File: config.mk
export PLATFORM = sky130hd
export DESIGN_NAME = regulator_irq_mask
export DESIGN_NICKNAME = d
export VERILOG_FILES = /design/src/core/regulator_irq_pkg.sv /design/src/core/regulator_event_if.sv /design/src/core/regulator_event_detect.sv /design/src/core/regulator_irq_mask.sv
export VERILOG_INCLUDE_DIRS = /design/src /design/src/core
export SDC_FILE = /design/constraint.sdc
export NUM_CORES = 1
export LEC_CHECK = 0
export BUFFER_PORTS_ARGS = -buffer_cell sky130_fd_sc_hd__buf_2
export CORE_MARGIN = 4
export CORE_UTILIZATION = 50
export CTS_BUF_LIST = sky130_fd_sc_hd__clkbuf_8
export CTS_CLUSTER_SIZE = 14
export DETAILED_ROUTE_END_ITERATION = 6
export GPL_TIMING_DRIVEN = 0
export PLACE_DENSITY = 0.71
export SYNTH_ARGS = -nofsm -noshare
export SYNTH_HDL_FRONTEND = slang
export SYNTH_SLANG_ARGS = --single-unit
File: constraint.sdc
create_clock -name mclk -period 4.6 [get_ports mclk]
set_input_delay 0.46 -clock mclk [delete_from_list [all_inputs] [get_ports mclk]]
set_output_delay 0.46 -clock mclk [all_outputs]
set_load 0.005 [all_outputs]
File: src/core/regulator_irq_params.svh
// Register map, field layout and reset constants of the regulator event masking block
`ifndef REGULATOR_IRQ_PARAMS_SVH
`define REGULATOR_IRQ_PARAMS_SVH

// Register addresses as seen over the serial port
`define CONV_MASK_ADDR 8'h22
`define LINREG_MASK_ADDR 8'h23

// Both mask registers come out of reset with every mask bit set
`define MASK_RESET 8'hDD
// Writable bits; bits 5 and 1 are reserved and always read as zero
`define MASK_WRITABLE 8'hDD
// Value returned for addresses this block does not own
`define UNMAPPED_READ 8'h00

// Field positions inside one regulator's nibble of a mask register
`define BIT_PG_FALL 3
`define BIT_PG_RISE 2
`define BIT_CURLIM 0
// Distance between the nibbles of regulator 0 and regulator 1
`define UNIT_STRIDE 4

// Regulator count and how many share one mask register
`define NUM_REGULATORS 4
`define UNITS_PER_REG 2

// Serial port framing
`define BYTE_BITS 4'd8
`define BIT_CNT_ZERO 4'd0
`define BIT_CNT_STEP 4'd1
`define PTR_STEP 8'h01

`endif

File: src/core/regulator_irq_pkg.sv
// Types shared by the regulator event masking design
package regulator_irq_pkg;

    // One register byte
    typedef logic [7:0] byte_t;

    // Serial target states, Gray coded along the write path and the read data loop
    typedef enum logic [3:0] {
        ST_IDLE      = 4'h0,
        ST_ADDR      = 4'h1,
        ST_ADDR_ACK  = 4'h3,
        ST_REG       = 4'h2,
        ST_REG_ACK   = 4'h6,
        ST_WDATA     = 4'h7,
        ST_WDATA_ACK = 4'h5,
        ST_RDATA     = 4'h4,
        ST_RDATA_ACK = 4'hC
    } i2c_state_t;

endpackage

File: src/core/regulator_event_if.sv
// Signals between the register block and one regulator's event detector
interface regulator_event_if;
    logic pg_raw;       // Power-good raw status, 1 while output invalid
    logic curlim_raw;   // Current limit raw status, 1 while limit active
    logic pg_fall_mask; // 1 blocks the invalid transition
    logic pg_rise_mask; // 1 blocks the valid transition
    logic curlim_mask;  // 1 blocks current limit detection
    logic pg_event;     // One-cycle power-good interrupt request
    logic curlim_event; // One-cycle current limit interrupt request

    // Register side
    modport ctrl (
        output pg_raw,
        output curlim_raw,
        output pg_fall_mask,
        output pg_rise_mask,
        output curlim_mask,
        input pg_event,
        input curlim_event
    );

    // Detector side
    modport det (
        input pg_raw,
        input curlim_raw,
        input pg_fall_mask,
        input pg_rise_mask,
        input curlim_mask,
        output pg_event,
        output curlim_event
    );
endinterface

File: src/core/regulator_event_detect.sv
// Edge detection and mask gating for one regulator's events
module regulator_event_detect (
    input wire logic mclk,
    input wire logic sys_rst,
    regulator_event_if.det ev
);
    import regulator_irq_pkg::*;

    logic pg_prev;     // Raw power-good seen one cycle earlier
    logic curlim_prev; // Raw current limit seen one cycle earlier

    // History of the raw status; resets to the raw reset value of zero
    always_ff @(posedge mclk or posedge sys_rst) begin
        if (sys_rst) begin
            pg_prev <= 1'b0;
            curlim_prev <= 1'b0;
        end else begin
            pg_prev <= ev.pg_raw;
            curlim_prev <= ev.curlim_raw;
        end
    end

    // Mask is sampled at the moment of the edge, so a later mask write
    // neither creates nor removes a request already issued
    always_ff @(posedge mclk or posedge sys_rst) begin
        if (sys_rst) begin
            ev.pg_event <= 1'b0;
            ev.curlim_event <= 1'b0;
        end else begin
            // Either power-good direction feeds one request
            ev.pg_event <= (ev.pg_raw & ~pg_prev & ~ev.pg_fall_mask) |
                (~ev.pg_raw & pg_prev & ~ev.pg_rise_mask);
            // Only the onset of current limiting counts as detection
            ev.curlim_event <= ev.curlim_raw & ~curlim_prev & ~ev.curlim_mask;
        end
    end
endmodule // regulator_event_detect

File: src/core/regulator_irq_mask.sv
// Regulator interrupt masking with its serial register target
`include "regulator_irq_params.svh"

module regulator_irq_mask #(
    // Seven-bit serial target address; the default is arbitrary
    parameter logic [6:0] DEV_ADDR = 7'h60
) (
    input wire logic mclk,
    input wire logic sys_rst,
    input wire logic scl_in,
    input wire logic sda_in,
    output logic sda_out,
    output logic sda_oe_n,
    input wire logic [`NUM_REGULATORS-1:0] pg_invalid_in,
    input wire logic [`NUM_REGULATORS-1:0] curlim_active_in,
    output logic conv0_pg_raw,
    output logic conv1_pg_raw,
    output logic linreg0_pg_raw,
    output logic linreg1_pg_raw,
    output logic conv0_curlim_raw,
    output logic conv1_curlim_raw,
    output logic linreg0_curlim_raw,
    output logic linreg1_curlim_raw,
    output logic conv0_pg_irq,
    output logic conv1_pg_irq,
    output logic linreg0_pg_irq,
    output logic linreg1_pg_irq,
    output logic conv0_curlim_irq,
    output logic conv1_curlim_irq,
    output logic linreg0_curlim_irq,
    output logic linreg1_curlim_irq,
    output regulator_irq_pkg::byte_t converter_irq_mask,
    output regulator_irq_pkg::byte_t linear_reg_irq_mask
);
    import regulator_irq_pkg::*;

    // Serial line history and derived conditions
    logic scl_q;      // Clock line one cycle ago
    logic sda_q;      // Data line one cycle ago
    logic scl_rise;   // Clock rising, data is sampled here
    logic scl_fall;   // Clock falling, data may change here
    logic bus_start;  // Start or repeated start
    logic bus_stop;   // Stop condition

    // Transfer state
    i2c_state_t state;      // Serial target state
    logic [3:0] bit_cnt;    // Bits seen in the current byte
    byte_t shift;           // Shift register for both directions
    byte_t reg_ptr;         // Register pointer, auto-incremented
    logic rw_read;          // Current transfer is a read
    logic master_ack;       // Host acknowledged the last read byte
    byte_t rd_byte;         // Value at the pointer
    logic reg_write;        // One-cycle write strobe

    // Regulator order in vectors: conv0, conv1, linreg0, linreg1
    byte_t mask_reg [`UNITS_PER_REG];       // Stored mask bits
    logic [`NUM_REGULATORS-1:0] pg_raw_q;   // Registered power-good status
    logic [`NUM_REGULATORS-1:0] curlim_raw_q; // Registered limit status

    // Inputs are synchronous to mclk; one stage of history for edges
    always_ff @(posedge mclk or posedge sys_rst) begin
        if (sys_rst) begin
            // Idle bus floats high
            scl_q <= 1'b1;
            sda_q <= 1'b1;
        end else begin
            scl_q <= scl_in;
            sda_q <= sda_in;
        end
    end

    // Bus conditions; data moving while the clock is high frames a transfer
    assign scl_rise = scl_in & ~scl_q;
    assign scl_fall = ~scl_in & scl_q;
    assign bus_start = scl_in & scl_q & sda_q & ~sda_in;
    assign bus_stop = scl_in & scl_q & ~sda_q & sda_in;

    // The data output is open drain, so only the enable ever moves
    always_ff @(posedge mclk or posedge sys_rst) begin
        if (sys_rst) begin
            sda_out <= 1'b0;
        end else begin
            sda_out <= 1'b0;
        end
    end

    // Serial target: address, then pointer byte and write data, or read data straight after a read address
    always_ff @(posedge mclk or posedge sys_rst) begin
        if (sys_rst) begin
            state <= ST_IDLE;
            bit_cnt <= `BIT_CNT_ZERO;
            shift <= '0;
            reg_ptr <= '0;
            rw_read <= 1'b0;
            master_ack <= 1'b0;
            sda_oe_n <= 1'b1;
        end else if (bus_stop) begin
            // Stop always frees the line, whatever was in progress
            state <= ST_IDLE;
            sda_oe_n <= 1'b1;
        end else if (bus_start) begin
            // Repeated start keeps the pointer for a read after a write
            state <= ST_ADDR;
            bit_cnt <= `BIT_CNT_ZERO;
            sda_oe_n <= 1'b1;
        end else begin
            case (state)
                ST_IDLE: begin
                    // Wait for a start
                    sda_oe_n <= 1'b1;
                end
                ST_ADDR: begin
                    if (scl_rise) begin
                        shift <= {shift[6:0], sda_in};
                        bit_cnt <= bit_cnt + `BIT_CNT_STEP;
                    end else if (scl_fall && bit_cnt == `BYTE_BITS) begin
                        if (shift[7:1] == DEV_ADDR) begin
                            // Ours: acknowledge by pulling data low
                            rw_read <= shift[0];
                            sda_oe_n <= 1'b0;
                            state <= ST_ADDR_ACK;
                        end else begin
                            // Another target; stay off the line
                            state <= ST_IDLE;
                        end
                    end
                end
                ST_ADDR_ACK: begin
                    if (scl_fall) begin
                        bit_cnt <= `BIT_CNT_ZERO;
                        if (rw_read) begin
                            // Present the first bit of the addressed byte
                            shift <= rd_byte;
                            sda_oe_n <= rd_byte[7];
                            state <= ST_RDATA;
                        end else begin
                            sda_oe_n <= 1'b1;
                            state <= ST_REG;
                        end
                    end
                end
                ST_REG: begin
                    if (scl_rise) begin
                        shift <= {shift[6:0], sda_in};
                        bit_cnt <= bit_cnt + `BIT_CNT_STEP;
                    end else if (scl_fall && bit_cnt == `BYTE_BITS) begin
                        // Pointer byte; any value is accepted
                        reg_ptr <= shift;
                        sda_oe_n <= 1'b0;
                        state <= ST_REG_ACK;
                    end
                end
                ST_REG_ACK: begin
                    if (scl_fall) begin
                        bit_cnt <= `BIT_CNT_ZERO;
                        sda_oe_n <= 1'b1;
                        state <= ST_WDATA;
                    end
                end
                ST_WDATA: begin
                    if (scl_rise) begin
                        shift <= {shift[6:0], sda_in};
                        bit_cnt <= bit_cnt + `BIT_CNT_STEP;
                    end else if (scl_fall && bit_cnt == `BYTE_BITS) begin
                        // The write strobe fires on this same edge
                        reg_ptr <= reg_ptr + `PTR_STEP;
                        sda_oe_n <= 1'b0;
                        state <= ST_WDATA_ACK;
                    end
                end
                ST_WDATA_ACK: begin
                    if (scl_fall) begin
                        bit_cnt <= `BIT_CNT_ZERO;
                        sda_oe_n <= 1'b1;
                        state <= ST_WDATA;
                    end
                end
                ST_RDATA: begin
                    if (scl_rise) begin
                        bit_cnt <= bit_cnt + `BIT_CNT_STEP;
                    end else if (scl_fall) begin
                        if (bit_cnt == `BYTE_BITS) begin
                            // Byte done; release for the host's answer
                            reg_ptr <= reg_ptr + `PTR_STEP;
                            sda_oe_n <= 1'b1;
                            state <= ST_RDATA_ACK;
                        end else begin
                            // Zero bits pull low, one bits release
                            shift <= {shift[6:0], 1'b0};
                            sda_oe_n <= shift[6];
                        end
                    end
                end
                ST_RDATA_ACK: begin
                    if (scl_rise) begin
                        master_ack <= ~sda_in;
                    end else if (scl_fall) begin
                        bit_cnt <= `BIT_CNT_ZERO;
                        if (master_ack) begin
                            // Host wants more: next register follows
                            shift <= rd_byte;
                            sda_oe_n <= rd_byte[7];
                            state <= ST_RDATA;
                        end else begin
                            // Not acknowledged: wait for stop
                            state <= ST_IDLE;
                        end
                    end
                end
                default: begin
                    // Unused codes recover to idle
                    state <= ST_IDLE;
                    sda_oe_n <= 1'b1;
                end
            endcase
        end
    end

    // A register is written when the last data bit has been taken
    assign reg_write = (state == ST_WDATA) && scl_fall && (bit_cnt == `BYTE_BITS) &&
        !bus_start && !bus_stop;

    // Read decode; addresses outside the two masks read as zero
    always_comb begin
        case (reg_ptr)
            `CONV_MASK_ADDR: rd_byte = mask_reg[0];
            `LINREG_MASK_ADDR: rd_byte = mask_reg[1];
            default: rd_byte = `UNMAPPED_READ;
        endcase
    end

    // Mask registers; reserved positions are never stored
    always_ff @(posedge mclk or posedge sys_rst) begin
        if (sys_rst) begin
            // All masks set: nothing interrupts until software opens it
            mask_reg[0] <= `MASK_RESET;
            mask_reg[1] <= `MASK_RESET;
        end else if (reg_write) begin
            if (reg_ptr == `CONV_MASK_ADDR) begin
                mask_reg[0] <= shift & `MASK_WRITABLE;
            end else if (reg_ptr == `LINREG_MASK_ADDR) begin
                mask_reg[1] <= shift & `MASK_WRITABLE;
            end
        end
    end

    // Live conditions are registered once; masks never touch them
    always_ff @(posedge mclk or posedge sys_rst) begin
        if (sys_rst) begin
            pg_raw_q <= '0;
            curlim_raw_q <= '0;
        end else begin
            pg_raw_q <= pg_invalid_in;
            curlim_raw_q <= curlim_active_in;
        end
    end

    // One detector per regulator; each picks its nibble of a mask register
    regulator_event_if ev [`NUM_REGULATORS] ();

    genvar r;
    generate
        for (r = 0; r < `NUM_REGULATORS; r++) begin : g_unit
            // Regulator 1 of a pair sits in the upper nibble
            localparam int REG_IDX = r / `UNITS_PER_REG;
            localparam int BASE = (r % `UNITS_PER_REG) * `UNIT_STRIDE;

            assign ev[r].pg_raw = pg_raw_q[r];
            assign ev[r].curlim_raw = curlim_raw_q[r];
            // Converter fields 7,6,4 and 3,2,0; same layout for linear ones
            assign ev[r].pg_fall_mask = mask_reg[REG_IDX][BASE + `BIT_PG_FALL];
            assign ev[r].pg_rise_mask = mask_reg[REG_IDX][BASE + `BIT_PG_RISE];
            assign ev[r].curlim_mask = mask_reg[REG_IDX][BASE + `BIT_CURLIM];

            regulator_event_detect u_detect (
                .mclk(mclk),
                .sys_rst(sys_rst),
                .ev(ev[r])
            );
        end
    endgenerate

    // Raw status outputs, unaffected by any mask
    assign conv0_pg_raw = pg_raw_q[0];
    assign conv1_pg_raw = pg_raw_q[1];
    assign linreg0_pg_raw = pg_raw_q[2];
    assign linreg1_pg_raw = pg_raw_q[3];
    assign conv0_curlim_raw = curlim_raw_q[0];
    assign conv1_curlim_raw = curlim_raw_q[1];
    assign linreg0_curlim_raw = curlim_raw_q[2];
    assign linreg1_curlim_raw = curlim_raw_q[3];

    // Interrupt requests; each is a detector flip-flop, pulsed for one cycle
    assign conv0_pg_irq = ev[0].pg_event;
    assign conv1_pg_irq = ev[1].pg_event;
    assign linreg0_pg_irq = ev[2].pg_event;
    assign linreg1_pg_irq = ev[3].pg_event;
    assign conv0_curlim_irq = ev[0].curlim_event;
    assign conv1_curlim_irq = ev[1].curlim_event;
    assign linreg0_curlim_irq = ev[2].curlim_event;
    assign linreg1_curlim_irq = ev[3].curlim_event;

    // Mask contents shown outside for the interrupt latch logic
    assign converter_irq_mask = mask_reg[0];
    assign linear_reg_irq_mask = mask_reg[1];
endmodule // regulator_irq_mask

==> impl_metrics.tcl <==
set metrics [dict create \
    drive_gt1_share_pct 36.1 \
    grt_pass1_wl_um 12600 \
    fin_crit_sh_pct 48.3 \
    io_buffers 40 \
    status "complete, no violations" \
    first_pass_iters 4 \
    place.gp.congestion 0.892 \
    die_area_sq_um 8330 \
    crit_slowest_cell "nor4b_1" \
    avgSynthCellArea_sq_um 10.7 \
    worstPathMaxFanout 10 \
    synth_compound_area_share_pct 15.4 \
    numCtsBuffers 9 \
    cts_sinks 65 \
    first_iter_violations 118 \
    fin_area_sq_um 3990 \
    die_w_um 91.3 \
    r2r_slack_ns 2.38 \
    post-cts-setup-buffer-count 0 \
    antenna_left 0 \
    grt_usage_pct 19.0 \
    slew_viol_final 0 \
    synth-edff-count 0 \
    cap_viol_max_count 0 \
    fin_tns_setup_ns 0 \
    n_antenna_cell 0 \
    fmax_ghz 0.450 \
    yosysSeqAreaShare_pct 47.4 \
    synth_ff_type "dfrtp_1" \
    cts_resized 0 \
    final_hold_viol_count 0 \
    antenna_found_initial 0 \
    clk_pin_slew_ns 0.08 \
    p_per_area_nw_per_um2 313 \
    ys_seq_elements 65 \
    core-area_sq_um 6760 \
    wl_per_cell_um 15.8 \
    cts_tree "done" \
    multi_input_area_sq_um 1580 \
    wl_met1_um 3310 \
    avgViaCountPerCell 5.61 \
    area_growth_pct 15.1 \
    root_buffer "clkbuf_8" \
    synthXorXnorAreaFrac_pct 1.15 \
    ff_latch_area_sq_um 1650 \
    synthSimpleGateAreaFrac_pct 18.5 \
    rsz0062_at_grt "false" \
    wirelength_um 7360 \
    chipHeight_um 91.3 \
    yosysWarnings 0 \
    path_cells "buf_2 -> nor4b_1 -> a21oi_1 -> o31ai_2 -> mux2_2" \
    io_pins 46 \
    cts_hold_buf 0 \
    required_ns 4.83 \
    place_area_sq_um 3800 \
    worst_pin_slew_ns 0.653 \
    worstSetupPathType "reg -> reg" \
    grt_pass1_vias 2560 \
    nets 396 \
    synth-async-reset-ratio_pct 100 \
    finalSetupViolCount 0 \
    synthCells 324 \
    dp_hpwl_um 5450 \
    grt_overflow_total 0 \
    critPathTopFamily "simple AND/OR/NAND/NOR gates" \
    dr_wl_met2_um 3590 \
    clock_skew_ns 0.0109 \
    peakVddDrop_mv 0.194 \
    clock_latency_ns 0.35 \
    endpoint_kind "register" \
    startpoint_type "register" \
    drc 0 \
    ys_types 66 \
    synthAdderAreaFrac_pct 1.44 \
    worst-path-buf-inv 1 \
    grt_start_max_net_pins 40 \
    period_needed_ns 2.22 \
    relSlewSlack_pct 55.9 \
    cts.path.max_buffers 2 \
    worst_ep_arrival_time_ns 2.45 \
    synth_mux_area_share_pct 8.59 \
    netlist_area_sq_um 3470 \
    slowest_delay_ns 0.56 \
    met3_length_um 369 \
    initial_core_util_pct 51.3 \
    rows 30 \
    dr_total_vias 2609 \
    h-tree-depth 3 \
    dr.max_layer_used "met4" \
    nFillCells 592 \
    leakagePower_nw 1.81 \
    hold_class "in -> async" \
    synth_top_family_by_area "simple AND/OR/NAND/NOR gates" \
]
## layout make-up
| class | count | share of cell area, % |
|---|---|---|
| inverter | 8 | 0.752 |
| timing repair buffer | 41 | 5.52 |
| clock inverter | 7 | 1.60 |
| buffer | 33 | 5.64 |
| clock buffer | 9 | 3.10 |
| tap | 80 | 2.51 |
| sequential | 65 | 41.2 |
| multi-input combinational | 222 | 39.7 |
## path summary, 6_finish.rpt
check,start,end,cells past startpoint
worst max-delay path,state[2],state[0],5
worst min-delay path,sys_rst,curlim_raw_q[0],2
worst max register to register,state[2],state[0],5
worst min register to register,curlim_raw_q[3],g_unit[3].u_detect.curlim_prev,0
max in group asynchronous,sys_rst,linear_reg_irq_mask[7],3
min in group mclk,curlim_active_in[2],curlim_raw_q[2],1
## metal layers
layer	global-route usage [%]	vias up
li1	-	1258
met4	4.90	0
met3	5.05	8
met1	25.1	1271
met5	0	-
met2	31.0	72
## cell usage in the layout, fill, tap and decap left out, types with 3 or more instances in the layout
master / synthesis / final
nand3_1: 11 / 11
mux2_4: 6 / 6
nand2_1: 28 / 28
dfstp_2: 15 / 15
mux2_2: 14 / 14
inv_1: 8 / 8
o21ai_0: 16 / 16
or2_2: 3 / 3
nor3b_1: 6 / 6
o22ai_1: 4 / 4
a31oi_1: 5 / 5
nor2b_1: 4 / 4
nand2b_1: 9 / 9
buf_4: 21 / 21
ha_1: 4 / 4
mux2i_1: 5 / 5
a2bb2oi_1: 4 / 4
nand3b_1: 4 / 4
nor2_1: 22 / 22
clkbuf_1: 4 / 4
o31ai_1: 7 / 7
clkinv_2: 0 / 3
conb_1: 1 / 5
clkbuf_8: 0 / 9
a21oi_1: 14 / 14
a22oi_1: 6 / 6
dfrtp_1: 50 / 50
buf_2: 5 / 45
## through the flow
step           setup slack (ns)  power (W)  utilization [%]  std cells  hold slack (ns)
5_1_grt                    2.22    0.00132             59.1        465            0.194
3_3_place_gp               1.73   0.000785             56.0        448            0.374
2_1_floorplan              2.54   0.000740                -        328            0.382
4_1_cts                    2.38    0.00126             59.1        465            0.179
6_report                   2.38    0.00125             59.1        465            0.168
3_5_place_dp               2.40   0.000792             56.3        449            0.376
## report_power, final
group	internal [W]	switching (W)	leakage, nW
clock	0.000245	0.000222	0.0962
combinational	0.0000634	0.0000803	0.913
sequential	0.000605	0.0000315	0.801
## cells by family after synthesis
| family | after synthesis |
|---|---|
| adder cells (fa/ha/maj) | 4 |
| buffers and inverters | 41 |
| AO/OA/AOI/OAI | 75 |
| XOR/XNOR | 3 |
| other | 1 |
| multiplexers | 25 |
| AND/OR/NAND/NOR | 110 |
| flip-flops | 65 |
## synth_stat cells (all sizes together), types with 2 or more instances
master	instances	share of area (%)
dfrtp	50	36
nand2	29	3.2
buf	28	5.9
nor2	23	2.6
mux2	20	7.1
o21ai	18	2.9
dfstp	15	11
a21oi	14	2.0
nand3	11	1.6
nand2b	10	2.0
inv	8	0.87
o31ai	8	1.9
a22oi	6	1.3
nor3b	6	1.3
a31oi	5	0.90
clkbuf	5	0.58
mux2i	5	1.4
nand3b	5	1.4
a2bb2oi	4	1.0
ha	4	1.4
nor2b	4	0.72
nor4	4	1.6
o22ai	4	0.72
nor3	3	0.72
or2	3	0.54
a211o	2	0.54
a22o	2	0.51
and3b	2	0.51
nand4	2	0.36
nor4b	2	0.51
## state kept, by name (all words and copies together) (netlist names), 6 cells and up
name	flops
reg_ptr	8
converter_irq_mask	6
shift	8
linear_reg_irq_mask	6
Power figures use the tool's default switching activity.
